### src/rtl/silc_pkg.sv
// Package of register map, field layouts and blink timing for the status indicator block.
package silc_pkg;

   // ****************************************************************
   // Register map
   // ****************************************************************
   localparam int         ADDR_W         = 4;
   localparam logic [3:0] OFS_STD_CTL    = 4'h0;
   localparam logic [3:0] OFS_MISC_CTL   = 4'h1;
   localparam logic [3:0] OFS_ADV_CTL    = 4'h2;
   localparam logic [3:0] OFS_BLINK_RATE = 4'h3;

   // ****************************************************************
   // Reset values
   // ****************************************************************
   localparam logic [7:0] RST_STD_CTL    = 8'h03;
   localparam logic [7:0] RST_MISC_CTL   = 8'h01;
   localparam logic [7:0] RST_ADV_CTL    = 8'h00;
   localparam logic [7:0] RST_BLINK_RATE = 8'h70;

   // ****************************************************************
   // Field positions
   // ****************************************************************
   localparam int BIT_COLOUR_SEL  = 0;
   localparam int BIT_STEADY      = 1;
   localparam int BIT_OPTION_SEL  = 0;
   localparam int BIT_CONFIG_LOCK = 7;

   // Advanced control register layout.
   typedef struct packed {
      logic [1:0] rsvd_hi;
      logic       topology;
      logic       polarity;
      logic [1:0] rsvd_lo;
      logic [1:0] power_mode;
   } silc_adv_ctl_t;

   // Blink rate register layout.
   typedef struct packed {
      logic       rsvd_hi;
      logic [2:0] green_rate;
      logic       rsvd_lo;
      logic [2:0] yellow_rate;
   } silc_blink_rate_t;

   // Power modes of the advanced option.
   localparam logic [1:0] PMODE_SW_ONLY   = 2'h0;
   localparam logic [1:0] PMODE_SUPPLY_YB = 2'h1;
   localparam logic [1:0] PMODE_SLEEP_OFF = 2'h2;
   localparam logic [1:0] PMODE_SUPPLY_OF = 2'h3;

   // Rate codes: off and on are static levels, 011 is the 1 Hz blink.
   localparam logic [2:0] RATE_OFF  = 3'h0;
   localparam logic [2:0] RATE_1HZ  = 3'h3;
   localparam logic [2:0] RATE_ON   = 3'h7;

   // ****************************************************************
   // Timing
   // ****************************************************************
   localparam int CLK_HZ  = 250_000_000;
   localparam int TICK_HZ = 32_768;
   // Blink period and on time per generator, in milliseconds.
   // Index 0..5 are rate codes 1..6, index 6 is the standard blink.
   localparam int NUM_GEN = 7;
   localparam int STD_GEN = 6;
   localparam int PERIOD_MS [NUM_GEN] = '{4000, 2000, 1000, 500, 333, 250, 1500};
   localparam int ON_MS     [NUM_GEN] = '{500, 500, 500, 250, 167, 125, 625};

endpackage : silc_pkg

### src/rtl/silc_blink_gen.sv
// Free-running blink generator counting standby ticks.
module silc_blink_gen #(
   parameter int PERIOD_TICKS = 32768,
   parameter int ON_TICKS     = 16384
) (
   input  wire logic clock,
   input  wire logic nrst,
   input  wire logic tick,
   output logic      wave_ff,
   output logic      wrap
);

   localparam int CNT_W = $clog2(PERIOD_TICKS);
   localparam logic [CNT_W-1:0] LAST = CNT_W'(PERIOD_TICKS - 1);
   localparam logic [CNT_W-1:0] ON_N = CNT_W'(ON_TICKS);

   // ****************************************************************
   // Parameter check
   // ****************************************************************
   if (PERIOD_TICKS < 2 || ON_TICKS < 1 || ON_TICKS >= PERIOD_TICKS) begin : g_bad
      $error("silc_blink_gen: on time must be inside the period.");
   end

   logic [CNT_W-1:0] cnt_ff;

   // A period ends on the tick that takes the counter back to zero.
   assign wrap = tick && (cnt_ff == LAST);

   // Phase counter, shared start point for all generators after reset.
   always_ff @(posedge clock) begin
      if (!nrst) begin
         cnt_ff <= '0;
      end else if (wrap) begin
         cnt_ff <= '0;
      end else if (tick) begin
         cnt_ff <= cnt_ff + 1'b1;
      end
   end

   // On time sits at the start of each period. The level is taken from the
   // count after this edge, so it only moves on a tick and never runs ahead.
   always_ff @(posedge clock) begin
      if (!nrst) begin
         wave_ff <= 1'b1;
      end else begin
         wave_ff <= (wrap ? '0 : (tick ? cnt_ff + 1'b1 : cnt_ff)) < ON_N;
      end
   end

endmodule // silc_blink_gen

### src/rtl/silc_top.sv
// Status indicator control: registers, option logic and open-drain pin drive.
//
// Behaviour
// Option bit selects standard or advanced registers.
// Standard option: deep sleep forces both pins low.
// Colour select picks lit pin; other held low.
// Steady bit: release pin, else 0.667 Hz blink.
// Lock bit sets once, blocks all writes.
// Topology bit: dual-colour LED or two LEDs.
// Polarity bit sets on level; swaps dual colours.
// Power mode 00 follows rate fields only.
// Mode 01 supply off: yellow blinks 1 Hz.
// Mode 10: both off in deep sleep.
// Mode 11: both off while supply off.
// Green rate field encoding off to on.
// Yellow rate field uses same encoding.
// Blink rate resets 0x70, reserved bits zero.
// Dual-colour pin levels per polarity.
// Two-LED polarity applied to both pins.
// All timing from divided standby tick.
// Unselected option offsets read zero, ignore writes.
// Shared free-running timebase, change at boundary.
module silc_top #(
   parameter int TICK_DIV = silc_pkg::CLK_HZ / silc_pkg::TICK_HZ
) (
   input  wire logic                        clock,
   input  wire logic                        nrst,
   input  wire logic [silc_pkg::ADDR_W-1:0] reg_addr,
   input  wire logic                        reg_wr_en,
   input  wire logic                        reg_rd_en,
   input  wire logic [7:0]                  reg_wdata,
   output logic      [7:0]                  reg_rdata_ff,
   output logic                             reg_rd_valid_ff,
   input  wire logic                        deep_sleep_n,
   input  wire logic                        main_supply_on,
   output logic                             config_lock,
   output logic                             green_indicator_pin_o,
   output logic                             green_indicator_pin_oe,
   output logic                             yellow_indicator_pin_o,
   output logic                             yellow_indicator_pin_oe
);

   // ****************************************************************
   // Parameter check
   // ****************************************************************
   localparam int DIV_W = $clog2(TICK_DIV);

   if (TICK_DIV < 2) begin : g_bad_div
      $error("silc_top: tick divider must be at least 2.");
   end

   // ****************************************************************
   // Declarations
   // ****************************************************************
   logic [7:0]                 std_ctl_ff;
   logic [7:0]                 misc_ctl_ff;
   silc_pkg::silc_adv_ctl_t    adv_ctl_ff;
   silc_pkg::silc_blink_rate_t rate_ff;
   logic [DIV_W-1:0]           div_ff;
   logic                       tick;
   logic [1:0]                 sleep_sync_ff;
   logic [1:0]                 supply_sync_ff;
   logic                       sleep_n;
   logic                       supply_on;
   logic                       option_std;
   logic                       wr_ok;
   logic [silc_pkg::NUM_GEN-1:0] gen_wave;
   logic [silc_pkg::NUM_GEN-1:0] gen_wrap;
   logic [2:0]                 green_req;
   logic [2:0]                 yellow_req;
   logic [2:0]                 green_act_ff;
   logic [2:0]                 yellow_act_ff;
   logic                       green_sw_on;
   logic                       yellow_sw_on;
   logic                       green_lit;
   logic                       yellow_lit;
   logic                       mode_off;
   logic                       green_rel;
   logic                       yellow_rel;
   logic                       green_drive_ff;
   logic                       yellow_drive_ff;
   logic [7:0]                 nxt_rdata;

   // ****************************************************************
   // Standby tick and blink generators
   // ****************************************************************

   // The core clock is divided to the standby rate so the blink
   // periods do not depend on the core clock frequency.
   always_ff @(posedge clock) begin
      if (!nrst) begin
         div_ff <= '0;
      end else if (div_ff == DIV_W'(TICK_DIV - 1)) begin
         div_ff <= '0;
      end else begin
         div_ff <= div_ff + 1'b1;
      end
   end

   assign tick = (div_ff == DIV_W'(TICK_DIV - 1));

   // One generator per rate, all started together so that equal
   // rates on both colours stay in phase.
   for (genvar gi = 0; gi < silc_pkg::NUM_GEN; gi++) begin : g_gen
      silc_blink_gen #(
         .PERIOD_TICKS ((silc_pkg::PERIOD_MS[gi] * silc_pkg::TICK_HZ + 500) / 1000),
         .ON_TICKS     ((silc_pkg::ON_MS[gi] * silc_pkg::TICK_HZ + 500) / 1000)
      ) u_gen (
         .clock   (clock),
         .nrst    (nrst),
         .tick    (tick),
         .wave_ff (gen_wave[gi]),
         .wrap    (gen_wrap[gi])
      );
   end

   // ****************************************************************
   // Input synchronisers
   // ****************************************************************

   // Sleep pin and supply detector come from outside this clock.
   always_ff @(posedge clock) begin
      if (!nrst) begin
         sleep_sync_ff  <= 2'h3;
         supply_sync_ff <= 2'h3;
      end else begin
         sleep_sync_ff  <= {sleep_sync_ff[0], deep_sleep_n};
         supply_sync_ff <= {supply_sync_ff[0], main_supply_on};
      end
   end

   assign sleep_n   = sleep_sync_ff[1];
   assign supply_on = supply_sync_ff[1];

   // ****************************************************************
   // Register file
   // ****************************************************************
   assign option_std  = misc_ctl_ff[silc_pkg::BIT_OPTION_SEL];
   assign config_lock = misc_ctl_ff[silc_pkg::BIT_CONFIG_LOCK];
   assign wr_ok       = reg_wr_en && !config_lock;

   // Standard control; only the two low bits are stored.
   always_ff @(posedge clock) begin
      if (!nrst) begin
         std_ctl_ff <= silc_pkg::RST_STD_CTL;
      end else if (wr_ok && option_std && reg_addr == silc_pkg::OFS_STD_CTL) begin
         std_ctl_ff <= {6'h00, reg_wdata[1:0]};
      end
   end

   // Miscellaneous control: lock can only be set, never cleared by writes.
   always_ff @(posedge clock) begin
      if (!nrst) begin
         misc_ctl_ff <= silc_pkg::RST_MISC_CTL;
      end else if (wr_ok && reg_addr == silc_pkg::OFS_MISC_CTL) begin
         misc_ctl_ff[silc_pkg::BIT_OPTION_SEL] <= reg_wdata[silc_pkg::BIT_OPTION_SEL];
         if (reg_wdata[silc_pkg::BIT_CONFIG_LOCK]) begin
            misc_ctl_ff[silc_pkg::BIT_CONFIG_LOCK] <= 1'b1;
         end
      end
   end

   // Advanced control; reserved bits never store.
   always_ff @(posedge clock) begin
      if (!nrst) begin
         adv_ctl_ff <= silc_pkg::RST_ADV_CTL;
      end else if (wr_ok && !option_std && reg_addr == silc_pkg::OFS_ADV_CTL) begin
         adv_ctl_ff            <= silc_pkg::RST_ADV_CTL;
         adv_ctl_ff.topology   <= reg_wdata[5];
         adv_ctl_ff.polarity   <= reg_wdata[4];
         adv_ctl_ff.power_mode <= reg_wdata[1:0];
      end
   end

   // Blink rate; reserved bits 7 and 3 stay zero.
   always_ff @(posedge clock) begin
      if (!nrst) begin
         rate_ff <= silc_pkg::RST_BLINK_RATE;
      end else if (wr_ok && !option_std && reg_addr == silc_pkg::OFS_BLINK_RATE) begin
         rate_ff             <= '0;
         rate_ff.green_rate  <= reg_wdata[6:4];
         rate_ff.yellow_rate <= reg_wdata[2:0];
      end
   end

   // Read mux; the hidden option's offsets return zero but keep contents.
   always_comb begin
      nxt_rdata = 8'h00;
      unique case (reg_addr)
         silc_pkg::OFS_STD_CTL:    nxt_rdata = option_std ? std_ctl_ff : 8'h00;
         silc_pkg::OFS_MISC_CTL:   nxt_rdata = misc_ctl_ff;
         silc_pkg::OFS_ADV_CTL:    nxt_rdata = option_std ? 8'h00 : adv_ctl_ff;
         silc_pkg::OFS_BLINK_RATE: nxt_rdata = option_std ? 8'h00 : rate_ff;
         default:                  nxt_rdata = 8'h00;
      endcase
   end

   // Read data is registered and valid one cycle after the strobe.
   always_ff @(posedge clock) begin
      if (!nrst) begin
         reg_rdata_ff    <= 8'h00;
         reg_rd_valid_ff <= 1'b0;
      end else begin
         reg_rd_valid_ff <= reg_rd_en;
         if (reg_rd_en) begin
            reg_rdata_ff <= nxt_rdata;
         end
      end
   end

   // ****************************************************************
   // Advanced option: rate selection
   // ****************************************************************

   // In mode 01 with the supply off, yellow is forced to the 1 Hz rate.
   assign green_req  = rate_ff.green_rate;
   assign yellow_req = (adv_ctl_ff.power_mode == silc_pkg::PMODE_SUPPLY_YB && !supply_on) ?
                       silc_pkg::RATE_1HZ : rate_ff.yellow_rate;

   // A new rate is taken at the end of the running period so that a
   // change never produces a runt pulse; static codes switch at once.
   always_ff @(posedge clock) begin
      if (!nrst) begin
         green_act_ff <= silc_pkg::RST_BLINK_RATE[6:4];
      end else if (green_act_ff == silc_pkg::RATE_OFF || green_act_ff == silc_pkg::RATE_ON ||
                   gen_wrap[green_act_ff - 3'h1]) begin
         green_act_ff <= green_req;
      end
   end

   always_ff @(posedge clock) begin
      if (!nrst) begin
         yellow_act_ff <= silc_pkg::RST_BLINK_RATE[2:0];
      end else if (yellow_act_ff == silc_pkg::RATE_OFF || yellow_act_ff == silc_pkg::RATE_ON ||
                   gen_wrap[yellow_act_ff - 3'h1]) begin
         yellow_act_ff <= yellow_req;
      end
   end

   // Rate code to on state: 000 off, 111 on, others a generator.
   always_comb begin
      green_sw_on  = 1'b0;
      yellow_sw_on = 1'b0;
      unique case (green_act_ff)
         silc_pkg::RATE_OFF: green_sw_on = 1'b0;
         silc_pkg::RATE_ON:  green_sw_on = 1'b1;
         default:            green_sw_on = gen_wave[green_act_ff - 3'h1];
      endcase
      unique case (yellow_act_ff)
         silc_pkg::RATE_OFF: yellow_sw_on = 1'b0;
         silc_pkg::RATE_ON:  yellow_sw_on = 1'b1;
         default:            yellow_sw_on = gen_wave[yellow_act_ff - 3'h1];
      endcase
   end

   // ****************************************************************
   // Advanced option: power-state gating
   // ****************************************************************

   // Mode 00 and 01 never blank; 10 blanks in deep sleep; 11 blanks
   // while the main supply is off.
   always_comb begin
      mode_off = 1'b0;
      unique case (adv_ctl_ff.power_mode)
         silc_pkg::PMODE_SW_ONLY:   mode_off = 1'b0;
         silc_pkg::PMODE_SUPPLY_YB: mode_off = 1'b0;
         silc_pkg::PMODE_SLEEP_OFF: mode_off = !sleep_n;
         silc_pkg::PMODE_SUPPLY_OF: mode_off = !supply_on;
      endcase
   end

   assign green_lit  = green_sw_on && !mode_off;
   assign yellow_lit = yellow_sw_on && !mode_off;

   // ****************************************************************
   // Pin levels
   // ****************************************************************

   // Release means the open-drain output floats; otherwise it pulls low.
   // A dual-colour LED cannot show both colours, so green wins when
   // both are lit, and both pins pull low when neither is.
   always_comb begin
      green_rel  = 1'b0;
      yellow_rel = 1'b0;
      if (option_std) begin
         green_rel  = sleep_n && std_ctl_ff[silc_pkg::BIT_COLOUR_SEL] &&
                      (std_ctl_ff[silc_pkg::BIT_STEADY] || gen_wave[silc_pkg::STD_GEN]);
         yellow_rel = sleep_n && !std_ctl_ff[silc_pkg::BIT_COLOUR_SEL] &&
                      (std_ctl_ff[silc_pkg::BIT_STEADY] || gen_wave[silc_pkg::STD_GEN]);
      end else if (adv_ctl_ff.topology) begin
         green_rel  = green_lit ^ adv_ctl_ff.polarity;
         yellow_rel = yellow_lit ^ adv_ctl_ff.polarity;
      end else begin
         green_rel  = adv_ctl_ff.polarity ? (yellow_lit && !green_lit) : green_lit;
         yellow_rel = adv_ctl_ff.polarity ? green_lit : (yellow_lit && !green_lit);
      end
   end

   // Output enables are registered to keep the pins glitch free.
   always_ff @(posedge clock) begin
      if (!nrst) begin
         green_drive_ff  <= 1'b1;
         yellow_drive_ff <= 1'b1;
      end else begin
         green_drive_ff  <= !green_rel;
         yellow_drive_ff <= !yellow_rel;
      end
   end

   // Open-drain: the data level is always low, only the enable moves.
   assign green_indicator_pin_o   = 1'b0;
   assign yellow_indicator_pin_o  = 1'b0;
   assign green_indicator_pin_oe  = green_drive_ff;
   assign yellow_indicator_pin_oe = yellow_drive_ff;

endmodule // silc_top

### config.mk
export PLATFORM = sky130hd
export DESIGN_NAME = silc_top
export DESIGN_NICKNAME = d
export VERILOG_FILES = /design/src/rtl/silc_pkg.sv /design/src/rtl/silc_blink_gen.sv /design/src/rtl/silc_top.sv
export SDC_FILE = /design/constraint.sdc
export NUM_CORES = 1
export LEC_CHECK = 0
export BUFFER_PORTS_ARGS = -buffer_cell sky130_fd_sc_hd__buf_2
export CAP_MARGIN = 20
export CORE_MARGIN = 4
export CORE_UTILIZATION = 55
export CTS_BUF_LIST = sky130_fd_sc_hd__clkbuf_16
export DETAILED_ROUTE_END_ITERATION = 16
export PLACE_DENSITY = 0.72
export RECOVER_POWER = 25
export SLEW_MARGIN = 20
export SYNTH_ARGS = -nofsm -noshare
export SYNTH_HDL_FRONTEND = slang
export SYNTH_HIERARCHICAL = 1
export SYNTH_SLANG_ARGS = --single-unit
### constraint.sdc
create_clock -name clock -period 4.35 [get_ports clock]
set_input_delay 0.87 -clock clock [delete_from_list [all_inputs] [get_ports clock]]
set_output_delay 0.87 -clock clock [all_outputs]
set_load 0.02 [all_outputs]
# --- After elaboration in Yosys (flattened, before gate mapping) ---
# Cells that the tools add are included.
word_totals:
  register_bits: 160
  output_inout_bits: 14
  elab_cells: 148
op_classes:
  addsub: 10
  order_cmp: 9
  eq_ne: 16
  muxes: 36
  n_bitwise: 3
  n_reduce_logical: 43
op_table:
  columns: ["cell", "count"]
  rows:
  - ["2-to-1 mux 16 bit", 4]
  - ["2-to-1 mux 14 bit", 4]
  - ["2-to-1 mux 17 bit", 2]
  - ["adder 16 x 1 -> 16 bit (second input constant)", 2]
  - ["equality test 16 bit (second input constant)", 2]
  - ["< comparator 16 x 15 -> 1 bit (second input constant)", 2]
  - ["case mux 8 bit (4 select lines)", 1]
  - ["2-to-1 mux 15 bit", 2]
  - ["adder 14 x 1 -> 14 bit (second input constant)", 2]
  - ["equality test 14 bit (second input constant)", 2]
  - ["adder 13 x 1 -> 13 bit (second input constant)", 2]
  - ["equality test 13 bit (second input constant)", 2]
  - ["2-to-1 mux 13 bit", 2]
  - ["logical AND 1 bit", 22]
  - ["adder 17 x 1 -> 17 bit (second input constant)", 1]
  - ["equality test 17 bit (second input constant)", 1]
  - ["< comparator 17 x 15 -> 1 bit (second input constant)", 1]
  - ["adder 15 x 1 -> 15 bit (second input constant)", 1]
  - ["equality test 15 bit (second input constant)", 1]
  - ["< comparator 15 bit (second input constant)", 1]
  - ["< comparator 14 x 13 -> 1 bit (second input constant)", 1]
  - ["< comparator 14 bit (second input constant)", 1]
  - ["< comparator 13 bit (second input constant)", 1]
  - ["binary-select mux 1 bit (select 3 bit)", 4]
  - ["other kinds (23)", 53]

# --- Logic depth before layout (Yosys ltp) ---
depth:
  word_depth: 11
  mapped_depth: 12
  depth_no_buf: 11

# --- Modules after synthesis ---
# The synthesis kept the hierarchy.
modules_own_cells:
  columns: ["module", "instances", "cells_per_inst", "area_per_inst_um2"]
  rows:
  - ["silc_top", 1, 268, 2357.3]
  - ["silc_blink_gen at g_gen[0].u_gen", 1, 95, 837.1]
  - ["silc_blink_gen at g_gen[4].u_gen", 1, 94, 833.3]
  - ["silc_blink_gen at g_gen[1].u_gen", 1, 86, 820.8]
  - ["silc_blink_gen at g_gen[6].u_gen", 1, 81, 814.5]
  - ["silc_blink_gen at g_gen[2].u_gen", 1, 81, 809.5]
  - ["silc_blink_gen at g_gen[3].u_gen", 1, 72, 734.5]
  - ["silc_blink_gen at g_gen[5].u_gen", 1, 70, 674.4]

# --- Least setup slack after synthesis ---
# OpenSTA, ideal clock, no wires.
synth_timing:
  path_kind: "register to register"
  startpoint: "register div_ff[6]"
  endpoint: "register green_act_ff[2]"
  setup_ps: 137
  arrival_time_ps: 3083
  slack_ps: 1131
  path_stages_with_launch: 13
  path_buffers: 1
  synth_period_minus_slack_ps: 3219
  cell_sequence: "dfxtp_1 and3_1 and3_1 and4_1 buf_2 nand4_1 nor3_1 mux2i_1 o2bb2ai_1 mux2i_1 a31oi_1 nor2b_1 o21ai_0"
synth_between:
  elab_chain_len: 5
synth_rtl:
  columns: ["element", "line_no", "source"]
  rows:
  - ["from (decl)", "silc_top.sv:59", "logic [DIV_W-1:0] div_ff;"]
  - ["from (signal assigned)", "silc_top.sv:96", "div_ff <= div_ff + 1'b1;"]
  - ["equality test 13 bit", "silc_top.sv:100", "assign tick = (div_ff == DIV_W'(TICK_DIV - 1));"]
  - ["via tick", "silc_top.sv:60", "logic tick;"]
  - ["logical AND 1 bit", "silc_blink_gen.sv:27", "assign wrap = tick && (cnt_ff == LAST);"]
  - ["via gen_wrap, one bit", "silc_top.sv:68", "logic [silc_pkg::NUM_GEN-1:0] gen_wrap;"]
  - ["binary-select mux 1 bit (select 3 bit)", "silc_top.sv:226", "gen_wrap[green_act_ff - 3'h1]) begin"]
  - ["2-to-1 mux 1 bit (not written as such)", "silc_top.sv:226", null]
  - ["logical OR 1 bit", "silc_top.sv:225", "end else if (green_act_ff == silc_pkg::RATE_OFF || green_act_ff == silc_pkg::RATE_ON ||"]
  - ["to (signal assigned)", "silc_top.sv:224", "green_act_ff <= silc_pkg::RST_BLINK_RATE[6:4];"]
  - ["to (signal assigned)", "silc_top.sv:227", "green_act_ff <= green_req;"]
  - ["to (decl)", "silc_top.sv:71", "logic [2:0] green_act_ff;"]
# The timed path passes the listed nets, and every way through them passes these cells. The select of a mux whose other input is x is not followed.
# A chain may end at the register's enable or synchronous reset.

# --- Final worst setup path ---
layout_timing:
  startpoint: "register div_ff[6]"
  endpoint: "register g_gen[4].u_gen.wave_ff"
layout_between:
  elab_chain_len: 4
layout_rtl:
  columns: ["element", "line_no", "source"]
  rows:
  - ["equality test 13 bit (*)", "silc_top.sv:100", null]
  - ["via tick", "silc_top.sv:60", null]
  - ["2-to-1 mux 14 bit or logical AND 1 bit (tied branches)", null, null]
  - ["2-to-1 mux 14 bit (*)", null, null]
  - ["< comparator 14 x 13 -> 1 bit (*)", "silc_blink_gen.sv:46", "wave_ff <= (wrap ? '0 : (tick ? cnt_ff + 1'b1 : cnt_ff)) < ON_N;"]
  - ["to (signal assigned)", "silc_blink_gen.sv:46", null]
  - ["to (decl)", "silc_blink_gen.sv:9", "output logic wave_ff,"]
# The timed path passes the listed nets; every way through them passes the cells marked *.

==> qor.txt <==
Clock Tree Root -> clkbuf_16
Area of the multi-input gates -> 4390 µm²
Fillcell total -> 1172
Seq cells post-synth -> 159
CP arrival -> 3.97 ns
Final core occ -> 0.613
Final Skew -> 0.00891 ns
EDFF count, synth -> 0
Overall Global Routing Usage -> 0.198
Detail Route Antenna Nets -> 0
Finished Layout Cells -> 1056
H-Tree Depth -> 4
IO Port Bufs -> 27
HP Class -> reg2reg
Most used DFF post-synth -> dfxtp_1
TNS Setup -> 0 ns
Dpl ws -> 0.891 ns
IO Count -> 32
Initial core utilization -> 0.566
Pin count of the biggest net entering global routing -> 35
Violated checks -> max-capacitance violations, max-slew violations
CTS resizes -> 0
Slew @ Worst Pin -> 1.71 ns
Hold Slack -> 0.408 ns
Area delta synth->final -> 8.35%
Number of global-route vias before repair -> 5882
Sequential fraction of the synthesis area -> 0.404
PD cells -> 352 nW/µm²
Final hold violation count -> 0
Nets -> 895
Max Cap Viol -> 2
Synth Instances -> 847
CTS Buffer Depth -> 2
Hold_buf cts -> 0
Initial drt markers -> 458
Initial DRT Pass Iterations -> 6
Min Clock Period, post-route -> 3.62 ns
Syn Std Cell Area -> 7880 µm²
Initial antenna violation count -> 0
Die footprint -> 16300 µm²
Post-synth cell types -> 85
Async SR Flop Fraction -> 0
Pleak -> 3.22 nW
CTS tree -> built
Most area-consuming cells after synthesis -> dfxtp_1 (40%), nor2_1 (5.8%), xnor2_1 (5.6%), xor2_1 (5.2%), mux2i_1 (3.4%)
Routed WL -> 15.2 mm
Global route total overflow -> 0
Num CTS Buffers -> 17
Final period util -> 0.832
Area after DPL -> 8040 µm²
Area share of the largest cell type after synthesis -> 0.404
Worst r2r src -> div_ff[6]
Synth Area in Simple Gates -> 0.302
Post-DR vias/cell -> 5.71
Worst-path clk slew -> 0.06 ns
Crit start category -> register
Gr busiest metal -> met2
# Post-CTS Setup Buffers -> 0
GR Util met3 -> 0.0554
RSZ-0062 raised after global routing -> false
Endpoints failing setup -> 0
Post-Synth Adder-Cell Area -> 0.0222
XOR/XNOR Fraction of Synth Area -> 0.108
Post-detail-place hpwl -> 10.5 mm
DR vias -> 6030
Die height -> 128 µm
FMAX -> 276 MHz
Avg WL per Cell -> 14.4 µm
Status -> finished, violations left
First-pass GRT wire length -> 26.8 mm
Post-route total power -> 3.00 mW
Crit path kind -> reg2reg
Worst VDD drop -> 0.000285 V
Mean Syn Cell Area -> 9.30 µm²
Final Wtd Congestion -> 0.855
Core area -> 13900 µm²
Main combinational cell family by area after synthesis -> simple AND/OR/NAND/NOR gates
Post-synth top area cell -> dfxtp_1
DIE WIDTH -> 128 µm
Row cnt -> 43
Critical Path Start -> div_ff[6]
WP data required -> 4.70 ns
Endpoint type of the worst setup path -> register
Layout cells sized above 1 -> 0.121
CTS Sinks -> 159
Met2 usage in global routing -> 0.328
Hold Crit Start -> supply_sync_ff[0]
Worst Path Max Fanout -> 13
YS warnings -> 6
Clk_lat worst skew -> 0.43 ns
Drt drc -> 0
# diodes -> 0
Slew Limit Fails -> 49
Placed cells -> 1024
Register area -> 3180 µm²
Most frequent cells in the layout -> dfxtp_1 (159), nor2_1 (122), nand2_1 (63), xnor2_1 (50), xor2_1 (47)
Rel. slew slack -> -0.139
Final Instance Area -> 8540 µm²
Mux share of post-synthesis cell area -> 0.0495
Synth Area in Compound Gates -> 0.0764
Commonest non-fill, non-tap cell in the layout -> dfxtp_1
GR Util met1 -> 0.245
Reg2reg setup slack -> 0.73 ns
Setup WS post-layout -> 0.729 ns
## sequential cells by signal (all words and copies together), names as in the netlist, 2 cells and up
signal	count
yellow_act_ff	3
green_act_ff	3
reg_rdata_ff	7
supply_sync_ff	2
adv_ctl_ff	4
misc_ctl_ff	2
green_req	3
div_ff	13
g_gen.u_gen/wave_ff	7
g_gen.u_gen/cnt_ff	105
std_ctl_ff	2
rate_ff	3
sleep_sync_ff	2
## metal layers
layer | up-vias | routed length, µm | part of all wire
met4 | 0 | 288 | 0.019
li1 | 3013 | - | -
met2 | 132 | 7390 | 0.48
met1 | 2853 | 6920 | 0.45
met3 | 32 | 649 | 0.043
met5 | - | 0 | 0
## where the power goes
| part | internal [mW] | switching, mW | total (mW) |
|---|---|---|---|
| sequential | 1.47 | 0.0179 | 1.49 |
| combinational | 0.0659 | 0.101 | 0.166 |
| clock | 0.770 | 0.578 | 1.35 |
## cell families after synthesis
family | Yosys count
fa+ha+maj | 14
compound gates | 84
simple gates | 404
xor+xnor | 97
buf+inv | 54
other cells | 1
flops | 159
mux | 34
## final timing paths
check	cells past startpoint	endpoint
worst min-delay path	1	supply_sync_ff[1]
worst min register to register	1	supply_sync_ff[1]
worst max register to register	8	g_gen[4].u_gen/wave_ff
worst max-delay path	8	g_gen[4].u_gen/wave_ff
## critical path, stage by stage (launching register included)
cell      delay [ns]
dfxtp_1         0.37
and3_1          0.24
and3_1          0.19
and4_1          0.48
nand4_1         0.38
o31ai_1         1.29
nor2_1          0.18
o2111a_1        0.22
a211oi_2        0.19
## final cells by class
class                      instances  share of cell area
clock buffer                      17              0.0498
clock inverter                    15              0.0126
inverter                          19             0.00835
multi-input combinational        636               0.514
sequential                       159               0.373
tap                              180              0.0264
timing repair buffer              30              0.0163
## Yosys cell counts, drive strengths merged, types with 3 or more instances
cell / count
a211oi: 6
a21oi: 26
a22oi: 3
a31oi: 3
and2: 13
and3: 13
and4: 9
buf: 24
clkbuf: 11
dfxtp: 159
ha: 14
inv: 18
mux2: 4
mux2i: 27
mux4: 3
nand2: 64
nand2b: 19
nand3: 42
nand3b: 3
nand4: 45
nor2: 132
nor2b: 3
nor3: 16
nor4: 21
o211ai: 4
o21ai: 18
o31ai: 5
or2: 3
or3: 9
or4: 3
xnor2: 50
xor2: 47
Power figures use the tool's default switching activity.
